--- src/rtl/cpa_map.svh ---
// Constants for the channel priority arbiter: ranks, widths, storage and termination figures
`ifndef CPA_MAP_SVH
`define CPA_MAP_SVH
`define CPA_NUM_RANKS 11
`define CPA_NUM_SEL 4
`define CPA_RANK_MUX 4
`define CPA_RANK_SEC0 5
`define CPA_RANK_MAIN 9
`define CPA_RANK_CPU 10
`define CPA_DW_BYTES 24'h000008
`define CPA_DW_COUNT 16'h0008
`define CPA_COUNT_ZERO 16'h0000
`define CPA_MAX_SUBCH 9'h0C4
`define CPA_MAX_DEVADR 9'h100
`define CPA_SEL_DEVS 5'h10
`define CPA_SEL_BASE 8'hC0
`define CPA_LOG_BASE 10'h3F0
`define CPA_LOG_WORDS 2'h3
`define CPA_PTR_ADR 24'h000048
`endif

--- src/rtl/cpa_pkg.sv ---
// Types shared by the channel priority arbiter
package cpa_pkg;
  typedef enum logic [2:0] {
    CPA_IDLE = 3'b000,
    CPA_SEL_SUB = 3'b001,
    CPA_FETCH_PTR = 3'b010,
    CPA_FETCH_CMD = 3'b011,
    CPA_SEL_DEV = 3'b100,
    CPA_LOG = 3'b101
  } cpa_state_type;

  typedef struct packed {
    logic [23:0] addr;
    logic [15:0] count;
    logic [7:0] unit;
    logic count_end;
    logic error;
  } cpa_status_type;

  typedef struct packed {
    logic req;
    logic [1:0] kind;
    logic [23:0] addr;
  } cpa_mem_req_type;
endpackage

--- src/rtl/cpa_channel_priority_arbiter.sv ---
// Shared main-channel priority arbiter with address/count, start I/O, status and logout
`timescale 1ns/100ps
`include "cpa_map.svh"
// Overview of operation
// - At most one unit holds the shared main channel at any time.
// - Simultaneous requests go to the highest fixed rank; selector beats CPU.
// - Each selector subchannel requests at two rank levels by operation kind.
// - Selector doubleword requests rank one to four; grant does storage and update.
// - Service in or status in on the multiplex interface raises rank five.
// - Multiplex work: count per byte, address per doubleword.
// - Selector work: address and count change only on storage cycles.
// - Count decrements with data; reaching zero ends the operation.
// - Start I/O selects subchannel, fetches pointer and command words, selects device.
// - Multiplex bytes each use the channel; selectors only for doublewords.
// - All storage and CPU exchange passes through this block.
// - Operation end builds the ending status word.
// - A logout assembles log words and writes them to local storage.
// - A selector subchannel runs one of sixteen devices at a time.
// - At most 196 subchannels and 256 device addresses are accepted.
// - Selector secondary requests rank six to nine.
// - Main channel requests rank ten for instructions and reselection.
// - CPU request ranks lowest, eleventh, to store a status word.
module cpa_channel_priority_arbiter import cpa_pkg::*; (
  input wire logic sys_clk_in,
  input wire logic sys_rst_in,
  input wire logic clk_en_in,
  input wire logic [3:0] sel_primary_req_in,
  input wire logic [3:0] sel_secondary_req_in,
  input wire logic svc_in_pin_in,
  input wire logic sta_in_pin_in,
  input wire logic reselect_need_in,
  input wire logic cpu_req_in,
  input wire logic release_in,
  input wire logic byte_moved_in,
  input wire logic dw_moved_in,
  input wire logic [23:0] load_addr_in,
  input wire logic [15:0] load_count_in,
  input wire logic load_in,
  input wire logic start_io_in,
  input wire logic [7:0] start_unit_in,
  input wire logic mem_ack_in,
  input wire logic [4:0] sel_done_in,
  input wire logic error_in,
  output logic [10:0] grant_out,
  output cpa_mem_req_type mem_req_out,
  output logic [7:0] dev_select_out,
  output logic dev_select_stb_out,
  output logic [2:0] subch_select_out,
  output logic start_reject_out,
  output logic end_stb_out,
  output cpa_status_type status_word_out,
  output logic ls_we_out,
  output logic [9:0] ls_addr_out,
  output logic [71:0] ls_wdata_out
);
  logic svc_meta, svc_sync, sta_meta, sta_sync;
  logic [23:0] addr;
  logic [15:0] count;
  logic [7:0] unit;
  logic sio_pending;
  logic [3:0] sel_busy;
  logic [1:0] log_idx;
  logic log_pending;
  cpa_state_type state;
  cpa_state_type next_state;
  logic unit_is_sel_q;
  // High in the first cycle of a grant; a selector grant draws one storage
  // cycle only, as a second one would still be running after the release
  logic grant_fresh;

  // Pins cross from the interface and pass two flops first
  always_ff @(posedge sys_clk_in or posedge sys_rst_in) begin
    if (sys_rst_in) begin
      {svc_meta, svc_sync, sta_meta, sta_sync} <= 4'h0;
    end else if (clk_en_in) begin
      {svc_meta, sta_meta} <= {svc_in_pin_in, sta_in_pin_in};
      {svc_sync, sta_sync} <= {svc_meta, sta_meta};
    end
  end

  wire [10:0] req_vec;
  assign req_vec[3:0] = sel_primary_req_in;
  assign req_vec[`CPA_RANK_MUX] = svc_sync | sta_sync;
  assign req_vec[8:5] = sel_secondary_req_in;
  assign req_vec[`CPA_RANK_MAIN] = sio_pending | reselect_need_in;
  assign req_vec[`CPA_RANK_CPU] = cpu_req_in;

  // Lowest index is highest rank; one-hot pick
  wire [10:0] pick = req_vec & (~req_vec + 11'h001);
  wire idle_grant = (grant_out == 11'h000);
  wire main_granted = grant_out[`CPA_RANK_MAIN];
  wire main_done = main_granted && (state == CPA_SEL_DEV || (state == CPA_IDLE && !sio_pending));
  wire do_release = !idle_grant && ((release_in && !main_granted) || main_done);

  always_ff @(posedge sys_clk_in or posedge sys_rst_in) begin
    if (sys_rst_in) begin
      grant_out <= 11'h000;
      grant_fresh <= 1'b0;
    end else if (clk_en_in) begin
      grant_fresh <= idle_grant && (pick != 11'h000);
      if (idle_grant) begin
        grant_out <= pick;
      end else if (do_release) begin
        grant_out <= 11'h000;
      end
    end
  end

  // Address/count housekeeping for the granted unit
  wire sel_primary_g = |grant_out[3:0];
  wire mux_g = grant_out[`CPA_RANK_MUX] | (main_granted & reselect_need_in);
  wire cnt_byte = mux_g && byte_moved_in;
  wire adr_dw = (mux_g && dw_moved_in) || (sel_primary_g && mem_ack_in);
  wire cnt_dw = sel_primary_g && mem_ack_in;
  wire [15:0] cnt_step = cnt_dw ? `CPA_DW_COUNT : 16'h0001;
  wire cnt_dec = cnt_byte || cnt_dw;
  wire cnt_hits_zero = cnt_dec && (count <= cnt_step);
  wire [15:0] next_count = cnt_hits_zero ? `CPA_COUNT_ZERO : count - cnt_step;
  wire [23:0] next_addr = addr + `CPA_DW_BYTES;

  always_ff @(posedge sys_clk_in or posedge sys_rst_in) begin
    if (sys_rst_in) begin
      addr <= 24'h000000;
      count <= 16'h0000;
    end else if (clk_en_in) begin
      if (load_in) begin
        addr <= load_addr_in;
        count <= load_count_in;
      end else begin
        if (adr_dw) addr <= next_addr;
        if (cnt_dec && count != `CPA_COUNT_ZERO) count <= next_count;
      end
    end
  end

  // Ending status word, also on a logout
  wire end_event = (cnt_dec && count != `CPA_COUNT_ZERO && cnt_hits_zero) || error_in;
  // Report the address as it stands after this cycle's step
  wire [23:0] end_addr = (adr_dw && !load_in) ? next_addr : addr;
  always_ff @(posedge sys_clk_in or posedge sys_rst_in) begin
    if (sys_rst_in) begin
      end_stb_out <= 1'b0;
      status_word_out <= '0;
    end else if (clk_en_in) begin
      end_stb_out <= end_event;
      if (end_event) begin
        status_word_out <= '{addr: end_addr, count: cnt_hits_zero ? `CPA_COUNT_ZERO : count,
          unit: unit, count_end: cnt_hits_zero, error: error_in};
      end
    end
  end

  // Start I/O acceptance; selectors run only one device at a time
  wire [8:0] unit_ext = {1'b0, start_unit_in};
  wire unit_is_sel = start_unit_in >= `CPA_SEL_BASE;
  wire [1:0] sel_num = start_unit_in[5:4];
  wire unit_ok = unit_ext < `CPA_MAX_DEVADR;
  wire sel_clash = unit_is_sel && sel_busy[sel_num];
  wire sio_accept = start_io_in && !sio_pending && unit_ok && !sel_clash;
  wire [3:0] sel_set = (state == CPA_SEL_DEV && unit_is_sel_q) ? (4'h1 << unit[5:4]) : 4'h0;

  always_ff @(posedge sys_clk_in or posedge sys_rst_in) begin
    if (sys_rst_in) begin
      sio_pending <= 1'b0;
      unit <= 8'h00;
      unit_is_sel_q <= 1'b0;
      sel_busy <= 4'h0;
      start_reject_out <= 1'b0;
    end else if (clk_en_in) begin
      start_reject_out <= start_io_in && !sio_accept;
      if (sio_accept) begin
        sio_pending <= 1'b1;
        unit <= start_unit_in;
        unit_is_sel_q <= unit_is_sel;
      end else if (state == CPA_SEL_DEV) begin
        sio_pending <= 1'b0;
      end
      // Set wins over a simultaneous done
      sel_busy <= (sel_busy & ~sel_done_in[3:0]) | sel_set;
    end
  end

  // Main channel sequence: start I/O steps and logout
  wire mem_wait = mem_req_out.req && !mem_ack_in;
  always_comb begin
    next_state = state;
    case (state)
      CPA_IDLE: begin
        if (log_pending) next_state = CPA_LOG;
        else if (main_granted && sio_pending) next_state = CPA_SEL_SUB;
      end
      CPA_SEL_SUB: next_state = CPA_FETCH_PTR;
      CPA_FETCH_PTR: if (mem_ack_in) next_state = CPA_FETCH_CMD;
      CPA_FETCH_CMD: if (mem_ack_in) next_state = CPA_SEL_DEV;
      CPA_SEL_DEV: next_state = CPA_IDLE;
      CPA_LOG: if (log_idx == `CPA_LOG_WORDS) next_state = CPA_IDLE;
      default: next_state = CPA_IDLE;
    endcase
  end

  always_ff @(posedge sys_clk_in or posedge sys_rst_in) begin
    if (sys_rst_in) begin
      state <= CPA_IDLE;
      mem_req_out <= '0;
      dev_select_out <= 8'h00;
      dev_select_stb_out <= 1'b0;
      subch_select_out <= 3'h0;
    end else if (clk_en_in) begin
      state <= next_state;
      dev_select_stb_out <= (next_state == CPA_SEL_DEV);
      if (next_state == CPA_SEL_DEV) dev_select_out <= unit;
      if (state == CPA_SEL_SUB) begin
        // Selector subchannels 1-4 as 1-4, multiplex path as 0
        subch_select_out <= unit_is_sel_q ? {1'b0, unit[5:4]} + 3'h1 : 3'h0;
      end
      if (next_state == CPA_FETCH_PTR && !mem_wait) begin
        mem_req_out <= '{req: 1'b1, kind: 2'h1, addr: `CPA_PTR_ADR};
      end else if (next_state == CPA_FETCH_CMD && state == CPA_FETCH_PTR) begin
        mem_req_out <= '{req: 1'b1, kind: 2'h2, addr: addr};
      end else if (sel_primary_g && grant_fresh) begin
        mem_req_out <= '{req: 1'b1, kind: 2'h3, addr: addr};
      end else if (mem_ack_in) begin
        mem_req_out <= '0;
      end
    end
  end

  // Logout writes three log words into local storage
  always_ff @(posedge sys_clk_in or posedge sys_rst_in) begin
    if (sys_rst_in) begin
      log_pending <= 1'b0;
      log_idx <= 2'h0;
      ls_we_out <= 1'b0;
      ls_addr_out <= 10'h000;
      ls_wdata_out <= 72'h0;
    end else if (clk_en_in) begin
      ls_we_out <= 1'b0;
      if (error_in) log_pending <= 1'b1;
      if (state == CPA_LOG) begin
        log_pending <= error_in;
        if (log_idx != `CPA_LOG_WORDS) begin
          ls_we_out <= 1'b1;
          ls_addr_out <= `CPA_LOG_BASE + {8'h00, log_idx};
          ls_wdata_out <= {log_idx, 3'h0, grant_out, unit, count, addr, 8'h00};
          log_idx <= log_idx + 2'h1;
        end else begin
          log_idx <= 2'h0;
        end
      end
    end
  end

  onehot_grant_a: assert property (@(posedge sys_clk_in) disable iff (sys_rst_in)
    $onehot0(grant_out)) else $error("more than one unit granted");
  rank_order_a: assert property (@(posedge sys_clk_in) disable iff (sys_rst_in)
    clk_en_in && idle_grant && |req_vec |=> grant_out == $past(pick))
    else $error("grant not to highest rank");
  sel_beats_cpu_a: assert property (@(posedge sys_clk_in) disable iff (sys_rst_in)
    clk_en_in && idle_grant && sel_primary_req_in[0] && cpu_req_in |=> grant_out[0])
    else $error("selector lost to cpu");
  mux_rank_a: assert property (@(posedge sys_clk_in) disable iff (sys_rst_in)
    clk_en_in && idle_grant && (svc_sync || sta_sync) && sel_primary_req_in == 4'h0
    |=> grant_out[`CPA_RANK_MUX]) else $error("multiplex request not granted");
  grant_hold_a: assert property (@(posedge sys_clk_in) disable iff (sys_rst_in)
    clk_en_in && !idle_grant && !do_release |=> $stable(grant_out))
    else $error("grant dropped early");
  count_zero_a: assert property (@(posedge sys_clk_in) disable iff (sys_rst_in)
    clk_en_in && !load_in && cnt_dec && count == 16'h0001 && !cnt_dw |=> count == 16'h0000
    && end_stb_out) else $error("count end missed");
  addr_step_a: assert property (@(posedge sys_clk_in) disable iff (sys_rst_in)
    clk_en_in && !load_in && sel_primary_g && mem_ack_in |=> addr == $past(addr) + 24'h8)
    else $error("selector address not stepped");
  sel_one_access_a: assert property (@(posedge sys_clk_in) disable iff (sys_rst_in)
    clk_en_in && sel_primary_g && mem_ack_in |=> !mem_req_out.req ##1 !mem_req_out.req)
    else $error("second storage cycle on one grant");
  sio_seq_a: assert property (@(posedge sys_clk_in) disable iff (sys_rst_in)
    clk_en_in && state == CPA_SEL_SUB |=> state == CPA_FETCH_PTR && mem_req_out.kind == 2'h1)
    else $error("start sequence out of order");
  log_write_a: assert property (@(posedge sys_clk_in) disable iff (sys_rst_in)
    clk_en_in && state == CPA_LOG && log_idx == 2'h0 |=> ls_we_out
    && ls_addr_out == `CPA_LOG_BASE) else $error("log word not written");
endmodule

--- config.mk ---
export PLATFORM = sky130hd
export DESIGN_NAME = cpa_channel_priority_arbiter
export DESIGN_NICKNAME = d
export VERILOG_FILES = /design/src/rtl/cpa_pkg.sv /design/src/rtl/cpa_channel_priority_arbiter.sv
export VERILOG_INCLUDE_DIRS = /design/src /design/src/rtl
export SDC_FILE = /design/constraint.sdc
export NUM_CORES = 1
export LEC_CHECK = 0
export ABC_AREA = 1
export BUFFER_PORTS_ARGS = -buffer_cell sky130_fd_sc_hd__buf_2
export CAP_MARGIN = 20
export CORE_ASPECT_RATIO = 1.75
export CORE_MARGIN = 3
export CORE_UTILIZATION = 55
export DETAILED_ROUTE_END_ITERATION = 10
export GPL_TIMING_DRIVEN = 0
export PLACE_DENSITY = 0.91
export SETUP_SLACK_MARGIN = 0.5
export SLEW_MARGIN = 20
export SYNTH_ARGS = -nofsm -noshare
export SYNTH_HDL_FRONTEND = slang
export SYNTH_SLANG_ARGS = --single-unit
--- constraint.sdc ---
create_clock -name sys_clk_in -period 20.2 [get_ports sys_clk_in]
set_input_delay 3.03 -clock sys_clk_in [delete_from_list [all_inputs] [get_ports sys_clk_in]]
set_output_delay 3.03 -clock sys_clk_in [all_outputs]
set_load 0.005 [all_outputs]
==> parameters.txt, run 1 <==
Parameter                              Value

Synthesis
  Warning count from the yosys run ... 0
  Synthesized area per cell ... a little over 8 um2
  Netlist area before placement ... ~0.011 mm2
  Sequential-to-total area share from yosys stat ... around 53%
  Synthesized instance count ... 1,354
  Synth unique cells ... 43
  Post-synthesis sequential element count ... 230

Timing
  Final worst path period share ... a little under a quarter
  Final setup violation count ... 0
  RSZ-0062 raised after global routing ... no
  Total negative slack ... 0 ns
  Post-route clock skew ... roughly 0.011 ns
  Final Hold Vio Count ... 0
  Number of slew-limit violations in the final report ... 0
  Remaining max-slew budget at the tightest pin ... 49.3%
  Transition time at the pin with the least slew margin ... ~0.76 ns
  Worst Setup Slack, final ... approximately 15 ns
  Max frequency ... 0.211 GHz
  Final Critical Period ... about 4.7 ns

Routing
  Routed wire per std cell ... around 19 um
  Vias ... 10,656
  Initial DRT Pass Iterations ... 5
  Total Routed Length ... between 30 and 40 mm
  Starting DRT DRC Count ... approximately 900
  Vias per std cell ... ~5.6
  Drt drc ... 0
  Number of routed nets with antenna violations ... 0

Clock tree
  Post-cts hold buffer count ... 0
  Worst-path clk slew ... ~0.07 ns
  Worst-skew pair later-pin latency ... roughly 0.5 ns
  TritonCTS clock tree ... done
  Cts repair resizes ... 0
  Clock root buffer ... sky130_fd_sc_hd__clkbuf_16
  CTS sink count ... 230
  Number of CTS-inserted buffers ... 21
  Maximum level of the CTS H-tree ... 1
  Number of buffers inserted to repair setup after CTS ... 0
  Buffer depth of the longest clock path ... 3

Worst hold path
  Worst min-delay path category ... flip-flop to flip-flop
  Hold Path Origin ... mem_req_out[6]
  Number of stages on the worst hold path ... 2
  End point of the worst hold path ... mem_req_out[6]

Setup path
  Type of origin of the critical path ... input port
  Required arrival time at the worst endpoint ... roughly 21 ns
  Highest fanout seen on the critical path ... 10
  WP data arrival ... slightly above 5 ns
  Setup slack of the worst register-to-register path ... around 18 ns
  End of the worst register-to-register path ... status_word_out[36]
  RR Startpoint ... grant_out[1]
  Critical setup path kind ... input port to flip-flop
  R2r worst-path depth ... 14
  Nature of the critical path endpoint ... flip-flop

Power and ir drop
  Clock network fraction of design power ... 22.5%
  Power density over cell area ... 143 mW/mm2
  Total leakage power ... between 7 and 8 nW
  Maximum resistive drop on vdd ... between 0.09 and 0.1 mV
  Portion of total power attributed to combinational logic ... between 30% and 40%
  Internal power of the cells ... approximately 0.0012 W
  Net switching fraction of the power ... between 30% and 40%
  Power dissipated by switching net loads ... around 0.00075 W
  Part of the total power dissipated in sequential elements ... between 40% and 50%

Die
  # rows ... 67
  Io pins ... 260
  Die W ... about 110 um
  Initial Util ... between 50% and 60%
  Die Footprint ... roughly 0.022 mm2
  Std-Cell Core Area ... about 0.019 mm2
  Die height ... ~190 um

Run
  Number of maximum-capacitance violations ... 0

Global route
  Aggregate global-route resource usage ... 31.7%
  Wire length of the first global-routing pass ... 54.8 mm
  Number of global-route vias before repair ... about 11,000
  Maximum number of pins on one net before global-route repair ... between 100 and 150
  Number of antenna violations at the first check in global routing ... 5
  Total global routing overflow ... 0

Place
  Setup slack at placement ... 14.98 ns
  DPL Wire Length ... between 20 and 30 mm
  Gpl congestion ... between 0.9 and 1
  Instance area after placement ... between 0.01 and 0.015 mm2
  Port Buffer Count ... roughly 240

Cells and area
  Leading cell type in the layout, fill and taps excluded ... sky130_fd_sc_hd__nand2_1
  Fraction of layout instances using a drive strength above 1 ... roughly a fifth
  Commonest cells after routing, fill and taps aside ... sky130_fd_sc_hd__nand2_1 (475), sky130_fd_sc_hd__buf_2 (257), sky130_fd_sc_hd__dfrtp_1 (230), sky130_fd_sc_hd__o21ai_0 (136), sky130_fd_sc_hd__nand3_1 (109)
  Area Overhead vs Synth ... 21.6%
  Final non-filler cell area ... between 0.01 and 0.015 mm2
  Number of nets in the finished design ... between 1,500 and 2,000

Run status
  Outcome ... complete, no violations
[synthesized netlist by cell type, drive strengths merged]
cell | n | share of area (%)
a21boi | 2 | 0.14
a21oi | 9 | 0.45
a31o | 1 | 0.080
a31oi | 1 | 0.057
a32o | 3 | 0.27
and3 | 1 | 0.057
buf | 49 | 3.1
clkbuf | 36 | 1.3
clkinv | 1 | 0.034
conb | 1 | 0.034
dfrtp | 230 | 53
ha | 9 | 1.0
inv | 92 | 3.2
mux2 | 1 | 0.10
nand2 | 480 | 17
nand3 | 113 | 5.4
nand4 | 30 | 1.8
nor2 | 90 | 3.2
nor3 | 11 | 0.50
nor3b | 2 | 0.14
nor4 | 1 | 0.11
o211ai | 3 | 0.21
o21a | 1 | 0.069
o21ai | 151 | 6.9
o22ai | 12 | 0.69
o31ai | 4 | 0.27
or2 | 1 | 0.057
xor2 | 19 | 1.5
[cell type report]
type                       count  area (um2)
inverter                      93         357
fill                        1552        6070
clock buffer                  25         571
multi-input combinational    958        4390
clock inverter                10         156
sequential                   230        5760
timing repair buffer         245        1270
buffer                        85         474
tap                          241         302
antenna                        4        10.0
[stage by stage]
step | util [%] | power, W | hold WS (ns) | instances
after global routing | 68.6 | 0.00203 | 0.482 | 1891
after CTS | 68.6 | 0.00190 | 0.470 | 1887
final | 68.6 | 0.00190 | 0.465 | 1891
after global placement | 64.5 | 0.00144 | 0.450 | 1850
after floorplan | - | 0.00116 | 0.442 | 1366
after detailed placement | 64.8 | 0.00147 | 0.453 | 1852
[cell families (layout without fill, tap and decap cells)]
family                     Yosys count  in the layout  share of synthesized area (%)
AOI/OAI and AO/OA                  187            187                           9.18
muxes                                1              1                          0.103
adders and majority gates            9              9                           1.03
DFF                                230            230                           52.7
buffers and inverters              178            458                           7.53
other                                1             17                         0.0343
xor gates and xnor gates            19             19                           1.52
and+or+nand+nor                    729            729                           27.9
[worst max-delay path by stage]
stage / from / to / depth (start not counted)
after floorplan: sys_rst_in / addr[0] / 1
after global placement: sys_rst_in / ls_wdata_out[40] / 2
after detailed placement: mem_ack_in / status_word_out[19] / 11
after CTS: mem_ack_in / status_word_out[19] / 11
after global routing: mem_ack_in / status_word_out[17] / 11
final: mem_ack_in / status_word_out[19] / 11
[per-layer routing]
| layer | up-vias | wire [um] | global-route usage [%] |
|---|---|---|---|
| met4 | 2 | 2170 | 17.3 |
| met1 | 5059 | 12000 | 34.8 |
| met3 | 134 | 2690 | 5.15 |
| met5 | - | 13 | 0 |
| li1 | 4900 | - | - |
| met2 | 561 | 18200 | 57.8 |
[power groups by stage]
stage	sequential (W)	combinational (W)	clock, W
CTS	0.000777	0.000692	0.000431
global placement	0.000777	0.000662	0
global route	0.000800	0.000783	0.000451
floorplan	0.000757	0.000404	0
finish	0.000783	0.000694	0.000428
detailed placement	0.000782	0.000687	0
[state kept, by name, summed over array words and instances (netlist names), 2 cells and up]
name              count
addr                 24
count                16
dev_select_out        8
grant_out            11
log_idx               2
ls_addr_out           2
ls_wdata_out         60
mem_req_out          27
sel_busy              4
state                 3
status_word_out      50
subch_select_out      3
unit                  8
[critical path, cell delays in order]
cell	delay (ns)
sky130_fd_sc_hd__buf_2	0.15
sky130_fd_sc_hd__nand2_2	0.15
sky130_fd_sc_hd__ha_1	0.30
sky130_fd_sc_hd__clkbuf_1	0.23
sky130_fd_sc_hd__nand2_1	0.11
sky130_fd_sc_hd__nand2_2	0.10
sky130_fd_sc_hd__nand2_1	0.11
sky130_fd_sc_hd__nand4_2	0.22
sky130_fd_sc_hd__buf_1	0.48
sky130_fd_sc_hd__nand3_1	0.15
sky130_fd_sc_hd__nand2_1	0.12
Power figures use the tool's default switching activity.
==> run 2, diff against run 1 <==
Settings changed: CORE_UTILIZATION 55 to 54, PLACE_DENSITY 0.91 to 0.89.
Clock period 20.2 ns to 4.9 ns, I/O delays scaled along.
==> run 2 against run 1 <==
Net effect:
- sequential cell count stayed put
- via count is 0.37% lower
- die area is 1.8% higher
- sequential share of layout area hardly changed
- power grew to 4.0 times the previous value
- non-clock buffer count is 5 higher
- register-to-register slack worse by 15 ns
- clock power grew to 3.7 times the previous value
- critical path depth is 3 higher
- hold slack worse by 0.14 ns
- clock skew is 0.0020 ns lower
- clock-buffer cell count is 5 higher
- largest cell class unchanged
==> parameters.txt, run 2 (same netlist as run 1, synthesis figures left out) <==
Parameter                              Value

Die
  Io pins ... 260
  Initial Util ... between 50% and 60%
  Die height ... slightly below 200 um
  # rows ... 68
  Std-Cell Core Area ... just under 0.02 mm2
  Die Footprint ... around 0.022 mm2
  Die W ... around 110 um

Global route
  Wire length of the first global-routing pass ... around 55 mm
  Aggregate global-route resource usage ... a little under a third
  Number of antenna violations at the first check in global routing ... 6
  Maximum number of pins on one net before global-route repair ... 35
  Total global routing overflow ... 0
  Number of global-route vias before repair ... between 10,000 and 15,000

Power and ir drop
  Internal power of the cells ... about 0.0046 W
  Total leakage power ... 7.18 nW
  Net switching fraction of the power ... 39.9%
  Power density over cell area ... 578 mW/mm2
  Clock network fraction of design power ... 20.7%
  Power Total ... around 0.0077 W
  Portion of total power attributed to combinational logic ... a little under two fifths
  Power dissipated by switching net loads ... 0.00307 W
  Maximum resistive drop on vdd ... around 0.40 mV
  Part of the total power dissipated in sequential elements ... 41.8%

Cells and area
  Commonest cells after routing, fill and taps aside ... sky130_fd_sc_hd__nand2_1 (475), sky130_fd_sc_hd__buf_2 (257), sky130_fd_sc_hd__dfrtp_1 (230), sky130_fd_sc_hd__o21ai_0 (136), sky130_fd_sc_hd__nand3_1 (109)
  Area Overhead vs Synth ... 21.7%
  Fraction of layout instances using a drive strength above 1 ... 21.2%
  Final Instance Count excl. Fillers ... between 1,500 and 2,000
  Final non-filler cell area ... approximately 0.013 mm2
  Leading cell type in the layout, fill and taps excluded ... sky130_fd_sc_hd__nand2_1
  Max reg flops ... 60
  Area of the multi-input gates ... around 0.0044 mm2
  Largest registers ... ls_wdata_out x60, status_word_out x50, mem_req_out x27
  Number of nets in the finished design ... approximately 1,700
  Flip-flop and latch area ... about 0.0058 mm2
  Filler cell count ... 1,622
  Register with the most flip-flops ... ls_wdata_out
  Post-layout utilization of the core ... approximately two thirds

Setup path
  Required arrival time at the worst endpoint ... around 5.3 ns
  RR Startpoint ... grant_out[1]
  Nature of the critical path endpoint ... flip-flop
  WP data arrival ... between 3 and 4 ns
  Type of origin of the critical path ... flip-flop
  Worst setup startpoint ... grant_out[1]
  Highest fanout seen on the critical path ... 10
  Critical setup path kind ... flip-flop to flip-flop

Timing
  Post-route clock skew ... around 0.0090 ns
  Total negative slack ... 0 ns
  Remaining max-slew budget at the tightest pin ... 51.0%
  Transition time at the pin with the least slew margin ... 0.730 ns
  Max frequency ... ~0.36 GHz
  Final Critical Period ... between 2 and 3 ns
  Final worst path period share ... 56.6%
  Final setup violation count ... 0
  RSZ-0062 raised after global routing ... no
  Number of slew-limit violations in the final report ... 0
  Final Hold Vio Count ... 0

Clock tree
  Worst-path clk slew ... around 0.070 ns
  Worst-skew pair later-pin latency ... slightly above 0.5 ns
  TritonCTS clock tree ... done
  Number of buffers inserted to repair setup after CTS ... 0
  Number of CTS-inserted buffers ... 21
  Clock root buffer ... sky130_fd_sc_hd__clkbuf_16
  Buffer depth of the longest clock path ... 3
  Post-cts hold buffer count ... 0
  CTS sink count ... 230
  Maximum level of the CTS H-tree ... 1
  Cts repair resizes ... 0

Routing
  Routed wire per std cell ... 18.4 um
  Vias per std cell ... 5.58
  Vias ... ~11,000
  Number of routed nets with antenna violations ... 0
  Total Routed Length ... approximately 35 mm
  Drt drc ... 0
  Starting DRT DRC Count ... 1,035
  Initial DRT Pass Iterations ... 5

Place
  Instance area after placement ... ~0.013 mm2
  DPL Wire Length ... roughly 27 mm
  Port Buffer Count ... between 200 and 250
  Cell count after placement ... between 1,500 and 2,000
  Gpl congestion ... 0.970

Worst hold path
  Worst min-delay path category ... input port to asynchronous set/reset pin

Run status
  Outcome ... complete, no violations

Run
  Number of maximum-capacitance violations ... 0
==> run 2: area by class of cell <==
type	count	share of cell area (%)
inverter	93	2.65
antenna	4	0.0752
clock inverter	7	0.498
tap	245	2.30
buffer	85	3.56
clock buffer	30	4.35
sequential	230	43.3
timing repair buffer	250	10.3
multi-input combinational	958	33.0
==> run 2: power by group through the flow <==
stage	registers, W	logic (W)	clock network [W]
floorplan	0.00312	0.00167	0
global placement	0.00319	0.00274	0
detailed placement	0.00321	0.00286	0
CTS	0.00319	0.00288	0.00160
global route	0.00328	0.00325	0.00168
finish	0.00322	0.00288	0.00159
==> run 2: final timing paths <==
check	end	slack, ns	depth (start not counted)
setup / recovery	status_word_out[23]	2.13	14
min in group sys_clk_in	unit[2]	0.44	3
max in group asynchronous	count[8]	3.36	6
hold / removal	ls_wdata_out[63]	0.33	2
hold reg to reg	mem_req_out[14]	0.47	2
setup reg to reg	status_word_out[23]	2.13	14
==> run 2: stage by stage <==
stage	hold WS [ns]	setup WS [ns]
floorplan	0.442	1.16
global placement	0.450	-0.132
detailed placement	0.454	2.02
CTS	0.335	2.17
global route	0.364	1.95
finish	0.327	2.13
==> run 2: worst max-delay path, cell delays in order (launching register included) <==
cell and delay [ns]:
sky130_fd_sc_hd__dfrtp_1 0.43, sky130_fd_sc_hd__nor2_1 0.15, sky130_fd_sc_hd__nand3_2 0.14, sky130_fd_sc_hd__nand2_2 0.19, sky130_fd_sc_hd__ha_1 0.21, sky130_fd_sc_hd__ha_1 0.19
sky130_fd_sc_hd__nand2_1 0.09, sky130_fd_sc_hd__nand2_1 0.08, sky130_fd_sc_hd__nand2_2 0.09, sky130_fd_sc_hd__nand2_1 0.14, sky130_fd_sc_hd__nand4_2 0.27, sky130_fd_sc_hd__nand2_2 0.27
sky130_fd_sc_hd__buf_4 0.24, sky130_fd_sc_hd__nand2_1 0.12, sky130_fd_sc_hd__nand2_1 0.08
==> run 2: routing by layer <==
metal	vias to the layer above	global-route usage [%]	part of all wire (%)
met5	-	0	0.066
met1	5018	34.9	35
met2	547	54.4	51
li1	4915	-	-
met4	4	19.0	6.0
met3	133	5.53	7.9
